File: src/verilog/sgio_pkg.sv
// Constants for the combined segment/digital pin multiplexer.
`default_nettype none

package sgio_pkg;

  localparam int unsigned SGIO_NPINS = 32;
  localparam int unsigned SGIO_SEG_W = 6;

  localparam int unsigned SGIO_DIO_CAPABLE_PINS = 51;
  localparam int unsigned SGIO_SEG_CAPABLE_PINS = 56;
  // pins 0-3 and 26-27 of this range also carry shared functions.
  localparam logic [31:0] SGIO_SHARED_PIN_MASK  = 32'h0C00_000F;
  // segment-only pins lie outside this range and have no digital path here.
  localparam int unsigned SGIO_SEG_ONLY_PINS    = 5;

  // Memory-mapped byte addresses.
  localparam logic [15:0] SGIO_FSEL_0_7_ADDR    = 16'h240B;
  localparam logic [15:0] SGIO_FSEL_8_15_ADDR   = 16'h240A;
  localparam logic [15:0] SGIO_FSEL_16_23_ADDR  = 16'h2409;
  localparam logic [15:0] SGIO_FSEL_24_31_ADDR  = 16'h2408;
  localparam logic [15:0] SGIO_SEG_LO_BASE      = 16'h2410;
  localparam logic [15:0] SGIO_SEG_HI_BASE      = 16'h2420;
  localparam logic [15:0] SGIO_RES_SEL_BASE     = 16'h2009;
  localparam logic [15:0] SGIO_RES_SEL_LAST     = 16'h200E;
  localparam logic [15:0] SGIO_PORT_EN_ADDR     = 16'h270C;
  localparam int unsigned SGIO_PORT_EN_BIT      = 5;

  // Processor port register addresses.
  localparam logic [7:0]  SGIO_PORT_ZERO_ADDR   = 8'h80;
  localparam logic [7:0]  SGIO_PORT_ONE_ADDR    = 8'h90;
  localparam logic [7:0]  SGIO_PORT_TWO_ADDR    = 8'hA0;
  localparam logic [7:0]  SGIO_PORT_THREE_ADDR  = 8'hB0;

  // Field positions and values after reset.
  localparam int unsigned SGIO_VAL_BIT          = 0;
  localparam int unsigned SGIO_DIR_BIT          = 1;
  localparam int unsigned SGIO_PORT_DIR_LSB     = 4;
  localparam logic [7:0]  SGIO_PORT_RESET       = 8'hF0;

  // Resource selector codes and the routable pin range.
  localparam logic [2:0]  SGIO_RES_NONE         = 3'h0;
  localparam logic [2:0]  SGIO_RES_RESERVED     = 3'h1;
  localparam logic [2:0]  SGIO_RES_COUNTER_ZERO = 3'h2;
  localparam logic [2:0]  SGIO_RES_COUNTER_ONE  = 3'h3;
  localparam logic [2:0]  SGIO_RES_HIGH_INT     = 3'h4;
  localparam logic [2:0]  SGIO_RES_LOW_INT      = 3'h5;
  localparam int unsigned SGIO_ROUTE_FIRST      = 2;
  localparam int unsigned SGIO_ROUTE_LAST       = 11;

endpackage

`default_nettype wire

File: src/verilog/sgio_route_if.sv
// Link between the register core and the input synchroniser/router.
`default_nettype none

interface sgio_route_if;
  logic [31:0]      pin_sync;
  logic [11:0][2:0] res_sel;

  modport router (output pin_sync, input res_sel);
  modport core (input pin_sync, output res_sel);
endinterface

`default_nettype wire

File: src/verilog/sgio_in_route.sv
// Pin input synchroniser and internal resource router.
`default_nettype none

module sgio_in_route
  import sgio_pkg::*;
(
  input  wire logic        ref_clk,
  input  wire logic        rstn,
  input  wire logic [31:0] pin_in,
  sgio_route_if.router     rif,
  output logic             counter_zero_clock,
  output logic             counter_one_clock,
  output logic             high_priority_io_interrupt,
  output logic             low_priority_io_interrupt
);

  typedef struct packed {
    logic [31:0] sync1;
    logic [31:0] sync2;
    logic [3:0]  res;
  } sgio_route_state_t;

  sgio_route_state_t s_ff;
  sgio_route_state_t nxt_s;

  // The first stage feeds only the second; all users read the second stage.
  always_comb begin
    nxt_s       = s_ff;
    nxt_s.sync1 = pin_in;
    nxt_s.sync2 = s_ff.sync1;
    nxt_s.res   = 4'h0;
    // only pins 2 to 11 are looked at.
    for (int i = SGIO_ROUTE_FIRST; i <= SGIO_ROUTE_LAST; i++) begin
      // OR of pins, regardless of direction.
      unique case (rif.res_sel[i])
        SGIO_RES_COUNTER_ZERO: nxt_s.res[0] = nxt_s.res[0] | s_ff.sync2[i];
        SGIO_RES_COUNTER_ONE:  nxt_s.res[1] = nxt_s.res[1] | s_ff.sync2[i];
        SGIO_RES_HIGH_INT:     nxt_s.res[2] = nxt_s.res[2] | s_ff.sync2[i];
        SGIO_RES_LOW_INT:      nxt_s.res[3] = nxt_s.res[3] | s_ff.sync2[i];
        default: ;  // None, reserved and unused codes route nothing.
      endcase
    end
  end

  always_ff @(posedge ref_clk or negedge rstn) begin
    if (!rstn) begin
      s_ff <= '0;
    end else begin
      s_ff <= nxt_s;
    end
  end

  // the core reads the synchronized level.
  assign rif.pin_sync               = s_ff.sync2;
  assign counter_zero_clock         = s_ff.res[0];
  assign counter_one_clock          = s_ff.res[1];
  assign high_priority_io_interrupt = s_ff.res[2];
  assign low_priority_io_interrupt  = s_ff.res[3];

endmodule

`default_nettype wire

File: src/verilog/sgio_pin_mux.sv
// Register map and pin multiplexer for combined segment/digital pins 0 to 31.
`default_nettype none

module sgio_pin_mux
  import sgio_pkg::*;
(
  input  wire logic                 ref_clk,
  input  wire logic                 rstn,
  input  wire logic [15:0]          ioram_addr,
  input  wire logic                 ioram_wr,
  input  wire logic [7:0]           ioram_wdata,
  output logic [7:0]                ioram_rdata,
  input  wire logic [7:0]           sfr_addr,
  input  wire logic                 sfr_wr,
  input  wire logic [7:0]           sfr_wdata,
  output logic [7:0]                sfr_rdata,
  input  wire logic [31:0]          pin_in,
  output logic [31:0]               pin_out,
  output logic [31:0]               pin_oe,
  output logic [31:0]               seg_en,
  output logic [31:0][5:0]          segment_pattern,
  output logic                      counter_zero_clock,
  output logic                      counter_one_clock,
  output logic                      high_priority_io_interrupt,
  output logic                      low_priority_io_interrupt
);

  typedef struct packed {
    logic [31:0]      fsel;
    logic [15:0][5:0] seg_lo;
    logic [15:0][5:0] seg_hi;
    logic [3:0][7:0]  port;
    logic [11:0][2:0] res_sel;
    logic             port_en;
    logic [7:0]       ioram_rdata;
    logic [7:0]       sfr_rdata;
    logic [31:0]      pin_out;
    logic [31:0]      pin_oe;
    logic [31:0]      seg_en;
    logic [31:0][5:0] seg_out;
  } sgio_core_state_t;

  sgio_core_state_t s_ff;
  sgio_core_state_t nxt_s;

  sgio_route_if rif ();

  sgio_in_route u_in_route (
    .ref_clk                    (ref_clk),
    .rstn                       (rstn),
    .pin_in                     (pin_in),
    .rif                        (rif),
    .counter_zero_clock         (counter_zero_clock),
    .counter_one_clock          (counter_one_clock),
    .high_priority_io_interrupt (high_priority_io_interrupt),
    .low_priority_io_interrupt  (low_priority_io_interrupt)
  );

  // Address window tests shared by the read and the write paths.
  function automatic logic is_seg_lo(input logic [15:0] a);
    return a[15:4] == SGIO_SEG_LO_BASE[15:4];
  endfunction

  function automatic logic is_seg_hi(input logic [15:0] a);
    return a[15:4] == SGIO_SEG_HI_BASE[15:4];
  endfunction

  function automatic logic is_res_sel(input logic [15:0] a);
    return (a >= SGIO_RES_SEL_BASE) && (a <= SGIO_RES_SEL_LAST);
  endfunction

  function automatic logic [3:0] sfr_port_index(input logic [7:0] a);
    unique case (a)
      SGIO_PORT_ZERO_ADDR:  return 4'h1;
      SGIO_PORT_ONE_ADDR:   return 4'h2;
      SGIO_PORT_TWO_ADDR:   return 4'h4;
      SGIO_PORT_THREE_ADDR: return 4'h8;
      default:              return 4'h0;
    endcase
  endfunction

  logic [2:0] res_byte;
  logic [3:0] rd_port;
  logic [3:0] wr_port;
  logic [3:0] dir4;

  assign res_byte = 3'(ioram_addr - SGIO_RES_SEL_BASE);
  assign rd_port  = sfr_port_index(sfr_addr);
  assign wr_port  = sfr_port_index(sfr_addr);

  always_comb begin
    nxt_s       = s_ff;
    dir4        = 4'h0;

    // Memory-mapped writes.
    if (ioram_wr) begin
      // function-select bytes, one bit per pin.
      unique case (ioram_addr)
        SGIO_FSEL_0_7_ADDR:   nxt_s.fsel[7:0]   = ioram_wdata;
        SGIO_FSEL_8_15_ADDR:  nxt_s.fsel[15:8]  = ioram_wdata;
        SGIO_FSEL_16_23_ADDR: nxt_s.fsel[23:16] = ioram_wdata;
        SGIO_FSEL_24_31_ADDR: nxt_s.fsel[31:24] = ioram_wdata;
        SGIO_PORT_EN_ADDR:    nxt_s.port_en     = ioram_wdata[SGIO_PORT_EN_BIT];
        default: ;
      endcase
      if (is_seg_lo(ioram_addr)) begin
        nxt_s.seg_lo[ioram_addr[3:0]] = ioram_wdata[5:0];
      end
      // high pin pattern bytes, which also hold value and direction.
      if (is_seg_hi(ioram_addr)) begin
        nxt_s.seg_hi[ioram_addr[3:0]] = ioram_wdata[5:0];
      end
      // selectors exist only for pins 2 to 11; the first byte holds pins 0 and 1.
      // Both halves of that byte stay zero, so a fixed pin can never reach a resource.
      if (is_res_sel(ioram_addr) && (res_byte != 3'h0)) begin
        nxt_s.res_sel[{res_byte, 1'b0}] = ioram_wdata[2:0];
        nxt_s.res_sel[{res_byte, 1'b1}] = ioram_wdata[6:4];
      end
    end

    // processor port writes for pins 0 to 15.
    if (sfr_wr) begin
      for (int p = 0; p < 4; p++) begin
        if (wr_port[p]) begin
          nxt_s.port[p] = sfr_wdata;
        end
      end
    end

    // Memory-mapped read data, registered; unmapped addresses read zero.
    nxt_s.ioram_rdata = 8'h00;
    unique case (ioram_addr)
      SGIO_FSEL_0_7_ADDR:   nxt_s.ioram_rdata = s_ff.fsel[7:0];
      SGIO_FSEL_8_15_ADDR:  nxt_s.ioram_rdata = s_ff.fsel[15:8];
      SGIO_FSEL_16_23_ADDR: nxt_s.ioram_rdata = s_ff.fsel[23:16];
      SGIO_FSEL_24_31_ADDR: nxt_s.ioram_rdata = s_ff.fsel[31:24];
      SGIO_PORT_EN_ADDR:    nxt_s.ioram_rdata[SGIO_PORT_EN_BIT] = s_ff.port_en;
      default: ;
    endcase
    if (is_seg_lo(ioram_addr)) begin
      nxt_s.ioram_rdata = {2'b00, s_ff.seg_lo[ioram_addr[3:0]]};
    end
    if (is_seg_hi(ioram_addr)) begin
      nxt_s.ioram_rdata = {2'b00, s_ff.seg_hi[ioram_addr[3:0]]};
      // an input pin in digital use reads its pin level.
      if (!s_ff.fsel[16 + ioram_addr[3:0]] && !s_ff.seg_hi[ioram_addr[3:0]][SGIO_DIR_BIT]) begin
        nxt_s.ioram_rdata[SGIO_VAL_BIT] = rif.pin_sync[16 + ioram_addr[3:0]];
      end
    end
    if (is_res_sel(ioram_addr)) begin
      nxt_s.ioram_rdata = {1'b0, s_ff.res_sel[{res_byte, 1'b1}],
                           1'b0, s_ff.res_sel[{res_byte, 1'b0}]};
    end

    // Port read data: output bits read the latch, input bits the pin.
    nxt_s.sfr_rdata = 8'h00;
    for (int p = 0; p < 4; p++) begin
      if (rd_port[p]) begin
        nxt_s.sfr_rdata = s_ff.port[p];
        for (int b = 0; b < 4; b++) begin
          if (!s_ff.port[p][SGIO_PORT_DIR_LSB + b]) begin
            nxt_s.sfr_rdata[b] = rif.pin_sync[4 * p + b];
          end
        end
      end
    end

    // Pin drive, registered so that outputs come straight from flops.
    for (int i = 0; i < 16; i++) begin
      dir4 = s_ff.port[i / 4][7:4];
      // segment drive only in LCD use.
      nxt_s.seg_en[i]  = s_ff.fsel[i];
      nxt_s.seg_out[i] = s_ff.seg_lo[i];
      nxt_s.pin_out[i] = s_ff.port[i / 4][i % 4];
      // low pins stay disabled until the port enable is set.
      nxt_s.pin_oe[i]  = !s_ff.fsel[i] && dir4[i % 4] && s_ff.port_en;
    end
    for (int i = 0; i < 16; i++) begin
      // value and direction share the pattern byte.
      nxt_s.seg_en[16 + i]  = s_ff.fsel[16 + i];
      nxt_s.seg_out[16 + i] = s_ff.seg_hi[i];
      nxt_s.pin_out[16 + i] = s_ff.seg_hi[i][SGIO_VAL_BIT];
      // driver enabled only for digital outputs.
      nxt_s.pin_oe[16 + i]  = !s_ff.fsel[16 + i] && s_ff.seg_hi[i][SGIO_DIR_BIT];
    end
  end

  // reset gives digital use, low pins as disabled outputs, high pins as inputs.
  always_ff @(posedge ref_clk or negedge rstn) begin
    if (!rstn) begin
      s_ff      <= '0;
      s_ff.port <= {4{SGIO_PORT_RESET}};
    end else begin
      s_ff <= nxt_s;
    end
  end

  assign rif.res_sel     = s_ff.res_sel;
  assign ioram_rdata     = s_ff.ioram_rdata;
  assign sfr_rdata       = s_ff.sfr_rdata;
  assign pin_out         = s_ff.pin_out;
  assign pin_oe          = s_ff.pin_oe;
  assign seg_en          = s_ff.seg_en;
  assign segment_pattern = s_ff.seg_out;

endmodule

`default_nettype wire

File: config.mk
export PLATFORM = sky130hd
export DESIGN_NAME = sgio_pin_mux
export DESIGN_NICKNAME = d
export VERILOG_FILES = /design/src/verilog/sgio_pkg.sv /design/src/verilog/sgio_route_if.sv /design/src/verilog/sgio_in_route.sv /design/src/verilog/sgio_pin_mux.sv
export SDC_FILE = /design/constraint.sdc
export NUM_CORES = 1
export LEC_CHECK = 0
export BUFFER_PORTS_ARGS = -buffer_cell sky130_fd_sc_hd__buf_2
export CORE_MARGIN = 3
export CORE_UTILIZATION = 40
export CTS_CLUSTER_DIAMETER = 60
export DETAILED_ROUTE_END_ITERATION = 16
export PLACE_DENSITY = 0.71
export SKIP_LAST_GASP = 1
export SYNTH_ARGS = -nofsm -noshare
export SYNTH_HDL_FRONTEND = slang
export SYNTH_SLANG_ARGS = --single-unit
File: constraint.sdc
create_clock -name ref_clk -period 2.1 [get_ports ref_clk]
set_input_delay 0.21 -clock ref_clk [delete_from_list [all_inputs] [get_ports ref_clk]]
set_output_delay 0.21 -clock ref_clk [all_outputs]
set_load 0.01 [all_outputs]
Word level (Yosys, flattened, before mapping) --
Cells that the tools add are included.
Word-level totals: register bits 665, bits of input ports 76, output and inout port bits 308, word-level logic and storage cells 382
Operators by class: $add $sub $neg 2, magnitude comparators 9, equal/unequal tests 51, mux-type cells 90, bitwise logic cells 36, reduce and logical (&&, ||, !) cells 101
Operators with widths (count):
- 96-bit bitwise mux | 2
- 16-bit by 14-bit equality test with 1-bit output, second input constant | 5
- 36-bit bitwise mux | 2
- 3-bit by 2-bit equality test with 1-bit output, second input constant | 20
- 3-bit equality test, second input constant | 20
- 1-bit 2-to-1 mux | 59
- 8-bit 2-to-1 mux | 7
- 1-bit logical AND | 54
- 6-bit binary-select mux with 4-bit select | 2
- 1-bit OR | 36
- 1-bit zero test | 34
- 8-bit equality test, second input constant | 4
- 6-bit demux with 4-bit select | 1
- 12-bit by 10-bit equality test with 1-bit output, second input constant | 2
- 2-bit AND reduction | 12
- 5-bit case mux with 4 select lines | 1
- 3-bit binary-select mux with 3-bit select | 2
- 3-bit demux with 3-bit select | 2
- 6-bit 2-to-1 mux | 3
- 16-bit by 14-bit greater-or-equal comparator with 1-bit output, second input constant | 1
- 16-bit by 14-bit <= comparator with 1-bit output, second input constant | 1
- 4-bit case mux with 4 select lines | 1
- 4-bit by 5-bit less-than comparator with 1-bit output, second input constant | 3
- 4-bit by 1-bit greater-or-equal comparator with 1-bit output, second input constant | 3
- 8 further kinds | 12

Logic depth before layout (Yosys ltp) --
depth after elaboration 20, depth in mapped cells 11, mapped depth without buffers 8

Hierarchy --
From an unflattened synthesis, not the netlist that was laid out.
Unflattened totals: cell total of the unflattened synthesis 1713, area, all modules 25996.2 um^2
Modules (own cells, without submodules):
- sgio_pin_mux | times used 1, cells an instance 1589, area an instance 23812.8 um^2, seq. area each 14559.0 um^2
- sgio_in_route | times used 1, cells an instance 124, area an instance 2183.3 um^2, seq. area each 1701.6 um^2

Worst setup path after synthesis --
Ideal clock, no wire load.
kind input to register, start in ioram_addr[1], end reg s_ff (netlist bit rif.res_sel[0]), setup time 125 ps, arrival time 2746 ps, required time 1975 ps, setup slack -771 ps, cell stages on the path 11, buffers on the path 3, cell sequence buf_1 clkbuf_1 inv_1 ha_1 nor3b_1 a31o_2 nor3_2 nand2_1 or4_1 buf_6 mux2_4
On the way: cells in the longest elaborated chain, start to end 7, elaborated cells on any way between the ends 14, classes of those cells add/sub: 1; order compare: 4; mux: 4; reduce/logical: 5
Ends and longest elaborated chain:
- start, declared | RTL line sgio_pin_mux.sv:9 | input wire logic [15:0] ioram_addr,
- 3-bit by 1-bit subtractor with 3-bit output | RTL line sgio_pin_mux.sv:87 | assign res_byte = 3'(ioram_addr - SGIO_RES_SEL_BASE);
- 4-bit by 5-bit less-than comparator with 1-bit output (not written as such) / 4-bit by 1-bit greater-or-equal comparator with 1-bit output (equally long branches) | RTL line sgio_pin_mux.sv:116 | nxt_s.res_sel[{res_byte, 1'b0}] = ioram_wdata[2:0];
- 1-bit logical AND (not written as such) | RTL line sgio_pin_mux.sv:116
- 3-bit 2-to-1 mux (not written as such) | RTL line sgio_pin_mux.sv:116
- 3-bit demux with 3-bit select | RTL line sgio_pin_mux.sv:116
- 36-bit bitwise mux | RTL line sgio_pin_mux.sv:116
- 36-bit bitwise mux | RTL line sgio_pin_mux.sv:117 | nxt_s.res_sel[{res_byte, 1'b1}] = ioram_wdata[6:4];
- end signal, assigned | RTL line sgio_pin_mux.sv:194 | s_ff <= nxt_s;
- end, declared | RTL line sgio_pin_mux.sv:43 | sgio_core_state_t s_ff;
Several ways; a longest one is shown, not always the timed one. A chain may end at the register's enable or synchronous reset.

==> impl_summary.txt <==
----------------------------------------------------
[Outcome]
  Status ... finished clean

[Layout]
  Utilization after layout ... 48.0%
  Post-route non-filler standard cell count ... 2859
  Post-route design area ... 0.0305 mm2
  Layout Nets ... 2037
  Fraction of final layout cells sized beyond drive strength 1 ... 51.2%
  Layout overhead on the synthesized area ... 17.7%

[Synth]
  Synth cell types ... 53
  Flop and latch count out of synthesis ... 649
  Number of warnings reported in the yosys synthesis log ... 0
  Avg Synthesized Cell Area ... 15.3 um2
  Number of flops mapped to enable cells by yosys ... 0
  Sequential area share after synthesis ... 62.7%
  Count of mapped cells out of synthesis ... 1699
  Syn_nets ... 1779
  Share of flip-flops with an asynchronous set or reset after synthesis ... 100%
  Most used flip-flop cell after synthesis ... sky130_fd_sc_hd__dfrtp_1
  Area of the mapped netlist ... 0.0259 mm2

[Routing]
  Number of nets with antenna violations after routing ... 0
  First-pass iteration count of the detailed router ... 5
  Average wire per standard cell ... 24.4 um
  Post-route DRC ... 0
  Post-DR vias/cell ... 5.05
  Total vias in the final route ... 14400
  Final routed wirelength across all metal layers ... 69700 um
  Detailed Route Iter0 Violations ... 987

[Clock tree]
  Num CTS Buffers ... 69
  Sink Count ... 649
  Buffer depth of the longest clock path ... 3
  Clock latency on the worst-skew pair ... 0.60 ns
  Maximum level of the CTS H-tree ... 3
  Setup Buffers After CTS ... 0
  Clock Pin Slew Worst Setup and Hold Paths ... 0.07 ns
  CTS tree ... built
  Buffer cell driving the clock tree root ... sky130_fd_sc_hd__clkbuf_16

[Floorplanning]
  FP Rows ... 92
  Placeable Area ... 0.0637 mm2
  Starting utilization of the core area ... 40.8%
  Total die area ... 0.0680 mm2
  Count of boundary I/O pins ... 384
  Chip Width ... 261 um
  Die Height ... 261 um

[Setup path]
  Data required time of the critical path ... 2.59 ns
  Cell occurring most often along the worst timing path ... sky130_fd_sc_hd__buf_4
  Cell-by-cell trace of the critical path ... buf_4, inv_4, ha_4, xor2_1, buf_4, mux4_2, a221oi_1, buf_4, nor3_1
  Largest delay share family, worst path ... buffers and inverters
  Setup crit start kind ... input port
  Crit path largest cell delay ... 0.52 ns
  Data arrival at the endpoint of the critical path ... 2.53 ns
  Slowest-stage cell, CP ... sky130_fd_sc_hd__a221oi_1
  Buffers and inverters on the worst path ... 4
  Critical path class ... input port to flip-flop
  Max Fanout on Critical Path ... 8
  Category of the worst setup path capture point ... flip-flop

[Power]
  Highest ir drop seen on vdd ... 0.548 mV
  Power per cell area ... 860 mW/mm2
  Leakage power figure ... 16.0 nW

[Global routing]
  Met3 global-route usage ... 5.09%
  Global-route met2 utilization ... 31.8%
  Total routing resource utilization after global routing ... 20.6%
  Met1 capacity usage during global routing ... 28.7%
  First-pass GRT wire length ... 103000 um
  Leftover overflow at the end of global routing ... 0
  Pin count of the biggest net entering global routing ... 92
  Vias in the first global route ... 15400
  Number of antenna violations at the first check in global routing ... 8
  Most Crowded Layer GR ... met2

[Worst hold path]
  HP Class ... input port to flip-flop

[STA]
  Number of setup violations in the final report ... 0
  Max-Slew Margin vs Limit ... 38.6%
  Minimum clock period ... 2.05 ns
  Slew at the pin closest to its max-slew limit ... 0.920 ns
  Fin Clk Skew ... 0.0242 ns
  Final worst-path cycle share ... 97.4%
  Final Slew Violations ... 0
  Fmax ... 489 MHz
  Final Hold Viols ... 0

[Place]
  Count of input and output buffers ... 383
  Detailed placer's ending HPWL ... 51100 um
  Weighted congestion reported at the end of routability-driven placement ... 0.874
  Placed instance count ... 2687
  Placed Area ... 0.0277 mm2

[Flow run]
  # Max-Cap Violations ... 0

----------------------------------------------------
-- final timing paths --
check                                startpoint                           to  slack [ns]  cells past startpoint
max                               ioram_addr[0]               ioram_rdata[4]        0.05                      9
max in group asynchronous                  rstn                   pin_oe[18]        1.13                      3
min reg2reg                u_in_route.nxt_s[32]  u_in_route.rif.pin_sync[28]        0.33                      0
max reg2reg                           nxt_s[91]               ioram_rdata[1]        0.08                      4
min                              ioram_wdata[6]                   nxt_s[222]        0.06                      2
min in group asynchronous                  rstn                   nxt_s[215]        0.13                      2
-- sequential cells by signal, indices dropped and copies added (netlist names), 4 cells and up --
signal,cells
nxt_s,240
segment_pattern,192
rif.res_sel,36
pin_oe,32
seg_en,32
u_in_route.nxt_s,32
u_in_route.rif.pin_sync,32
pin_out,16
s_ff,13
ioram_rdata,8
sfr_rdata,8
dir4,4
-- area by class of cell --
class | count | area (um2)
tap | 846 | 1060
clock inverter | 30 | 395
inverter | 7 | 33.8
clock buffer | 94 | 1970
multi-input combinational | 674 | 7160
fill | 5419 | 33100
sequential | 649 | 16300
timing repair buffer | 556 | 3660
antenna | 3 | 7.51
-- cells by family (layout without fill, tap and decap cells) --
kind of cell             count (synthesis)  in the layout  synth area share, %
AND/OR/NAND/NOR                        211            211                 4.67
buffers and inverters                  376            687                 10.0
adder cells (fa/ha/maj)                  4              4                0.193
other                                    0              3                    0
multiplexers                           396            396                 20.7
XOR/XNOR                                 2              2               0.0675
flip-flops                             649            649                 62.7
AO/OA/AOI/OAI                           61             61                 1.66
-- layout by cell type, fill, tap and decap left out, types with 4 or more instances in the layout --
cell type / netlist / routed
sky130_fd_sc_hd__dfrtp_1: 633 / 633
sky130_fd_sc_hd__buf_2: 9 / 380
sky130_fd_sc_hd__mux2_2: 284 / 278
sky130_fd_sc_hd__buf_4: 304 / 105
sky130_fd_sc_hd__mux4_2: 80 / 80
sky130_fd_sc_hd__clkbuf_16: 0 / 72
sky130_fd_sc_hd__nand2_1: 60 / 60
sky130_fd_sc_hd__dlygate4sd3_1: 0 / 45
sky130_fd_sc_hd__nor2_1: 27 / 27
sky130_fd_sc_hd__nor2b_1: 25 / 25
sky130_fd_sc_hd__buf_12: 0 / 25
sky130_fd_sc_hd__mux2i_1: 20 / 20
sky130_fd_sc_hd__a22oi_1: 20 / 20
sky130_fd_sc_hd__mux2_4: 12 / 18
sky130_fd_sc_hd__dfstp_2: 16 / 16
sky130_fd_sc_hd__nor3_1: 15 / 15
sky130_fd_sc_hd__and3b_1: 15 / 15
sky130_fd_sc_hd__clkbuf_1: 46 / 13
sky130_fd_sc_hd__nand3_1: 12 / 12
sky130_fd_sc_hd__a21oi_1: 12 / 12
sky130_fd_sc_hd__and2_1: 10 / 10
sky130_fd_sc_hd__clkbuf_8: 0 / 9
sky130_fd_sc_hd__inv_6: 0 / 8
sky130_fd_sc_hd__and3_1: 7 / 7
sky130_fd_sc_hd__clkinv_2: 0 / 7
sky130_fd_sc_hd__a221oi_1: 6 / 6
sky130_fd_sc_hd__nand3b_1: 6 / 6
sky130_fd_sc_hd__o22ai_1: 6 / 6
sky130_fd_sc_hd__bufinv_16: 0 / 6
sky130_fd_sc_hd__inv_1: 7 / 5
sky130_fd_sc_hd__o21ai_0: 4 / 4
sky130_fd_sc_hd__nor4bb_1: 4 / 4
sky130_fd_sc_hd__nor3_4: 2 / 4
sky130_fd_sc_hd__clkinv_8: 0 / 4
sky130_fd_sc_hd__clkinv_4: 0 / 4
-- cells in the mapped netlist (all sizes together) (2+ instances only) --
master	number	area (um2)
dfrtp	633	15800
buf	323	2390
mux2	296	3380
mux4	80	1800
nand2	60	225
clkbuf	46	173
nor2	27	101
nor2b	25	156
nor3	21	148
a22oi	20	150
mux2i	20	200
dfstp	16	420
and3b	15	131
a21oi	12	60.1
nand3	12	60.1
and2	11	71.3
and3	7	43.8
inv	7	26.3
a221oi	6	52.6
nand3b	6	45.0
o22ai	6	37.5
ha	4	50.1
nor4bb	4	40.0
o21ai	4	20.0
or3	4	25.0
a22o	3	26.3
and4	3	26.3
and4b	3	30.0
nand4b	3	26.3
nor3b	3	27.5
nor4	3	18.8
a211oi	2	15.0
or4	2	15.0
-- what timing repair did --
| item | in CTS | in global routing |
|---|---|---|
| hold buffers | 45 | 0 |
| endpoints found under the hold margin | 371 | 0 |
| endpoints found under the setup margin | 0 | 1 |
| gates resized for setup | 0 | 2 |
-- metal layers --
| metal | vias to the layer above | routed length [um] |
|---|---|---|
| met5 | - | 12 |
| met4 | 2 | 1880 |
| met3 | 104 | 4900 |
| met2 | 521 | 32500 |
| met1 | 7638 | 30500 |
| li1 | 6167 | - |
-- where the power goes --
| part | leakage [nW] | internal, mW | switching (mW) |
|---|---|---|---|
| clock network | 1.16 | 7.44 | 5.11 |
| logic | 5.97 | 0.396 | 0.633 |
| registers | 8.86 | 12.6 | 0.0740 |
-- stage by stage --
step                      setup TNS [ns]  hold slack (ns)  power [mW]  setup WS (ns)
after global routing            -0.00758           0.0491        27.2       -0.00758
final                                  0           0.0627        26.3         0.0536
after floorplan                    -1.13          -0.0856        13.3        -0.0751
after detailed placement          -41.88            0.169        13.9         -0.480
after global placement            -39.99            0.166        13.9         -0.448
after CTS                              0           0.0231        26.6         0.0619
(Power assumes the default switching activity.)
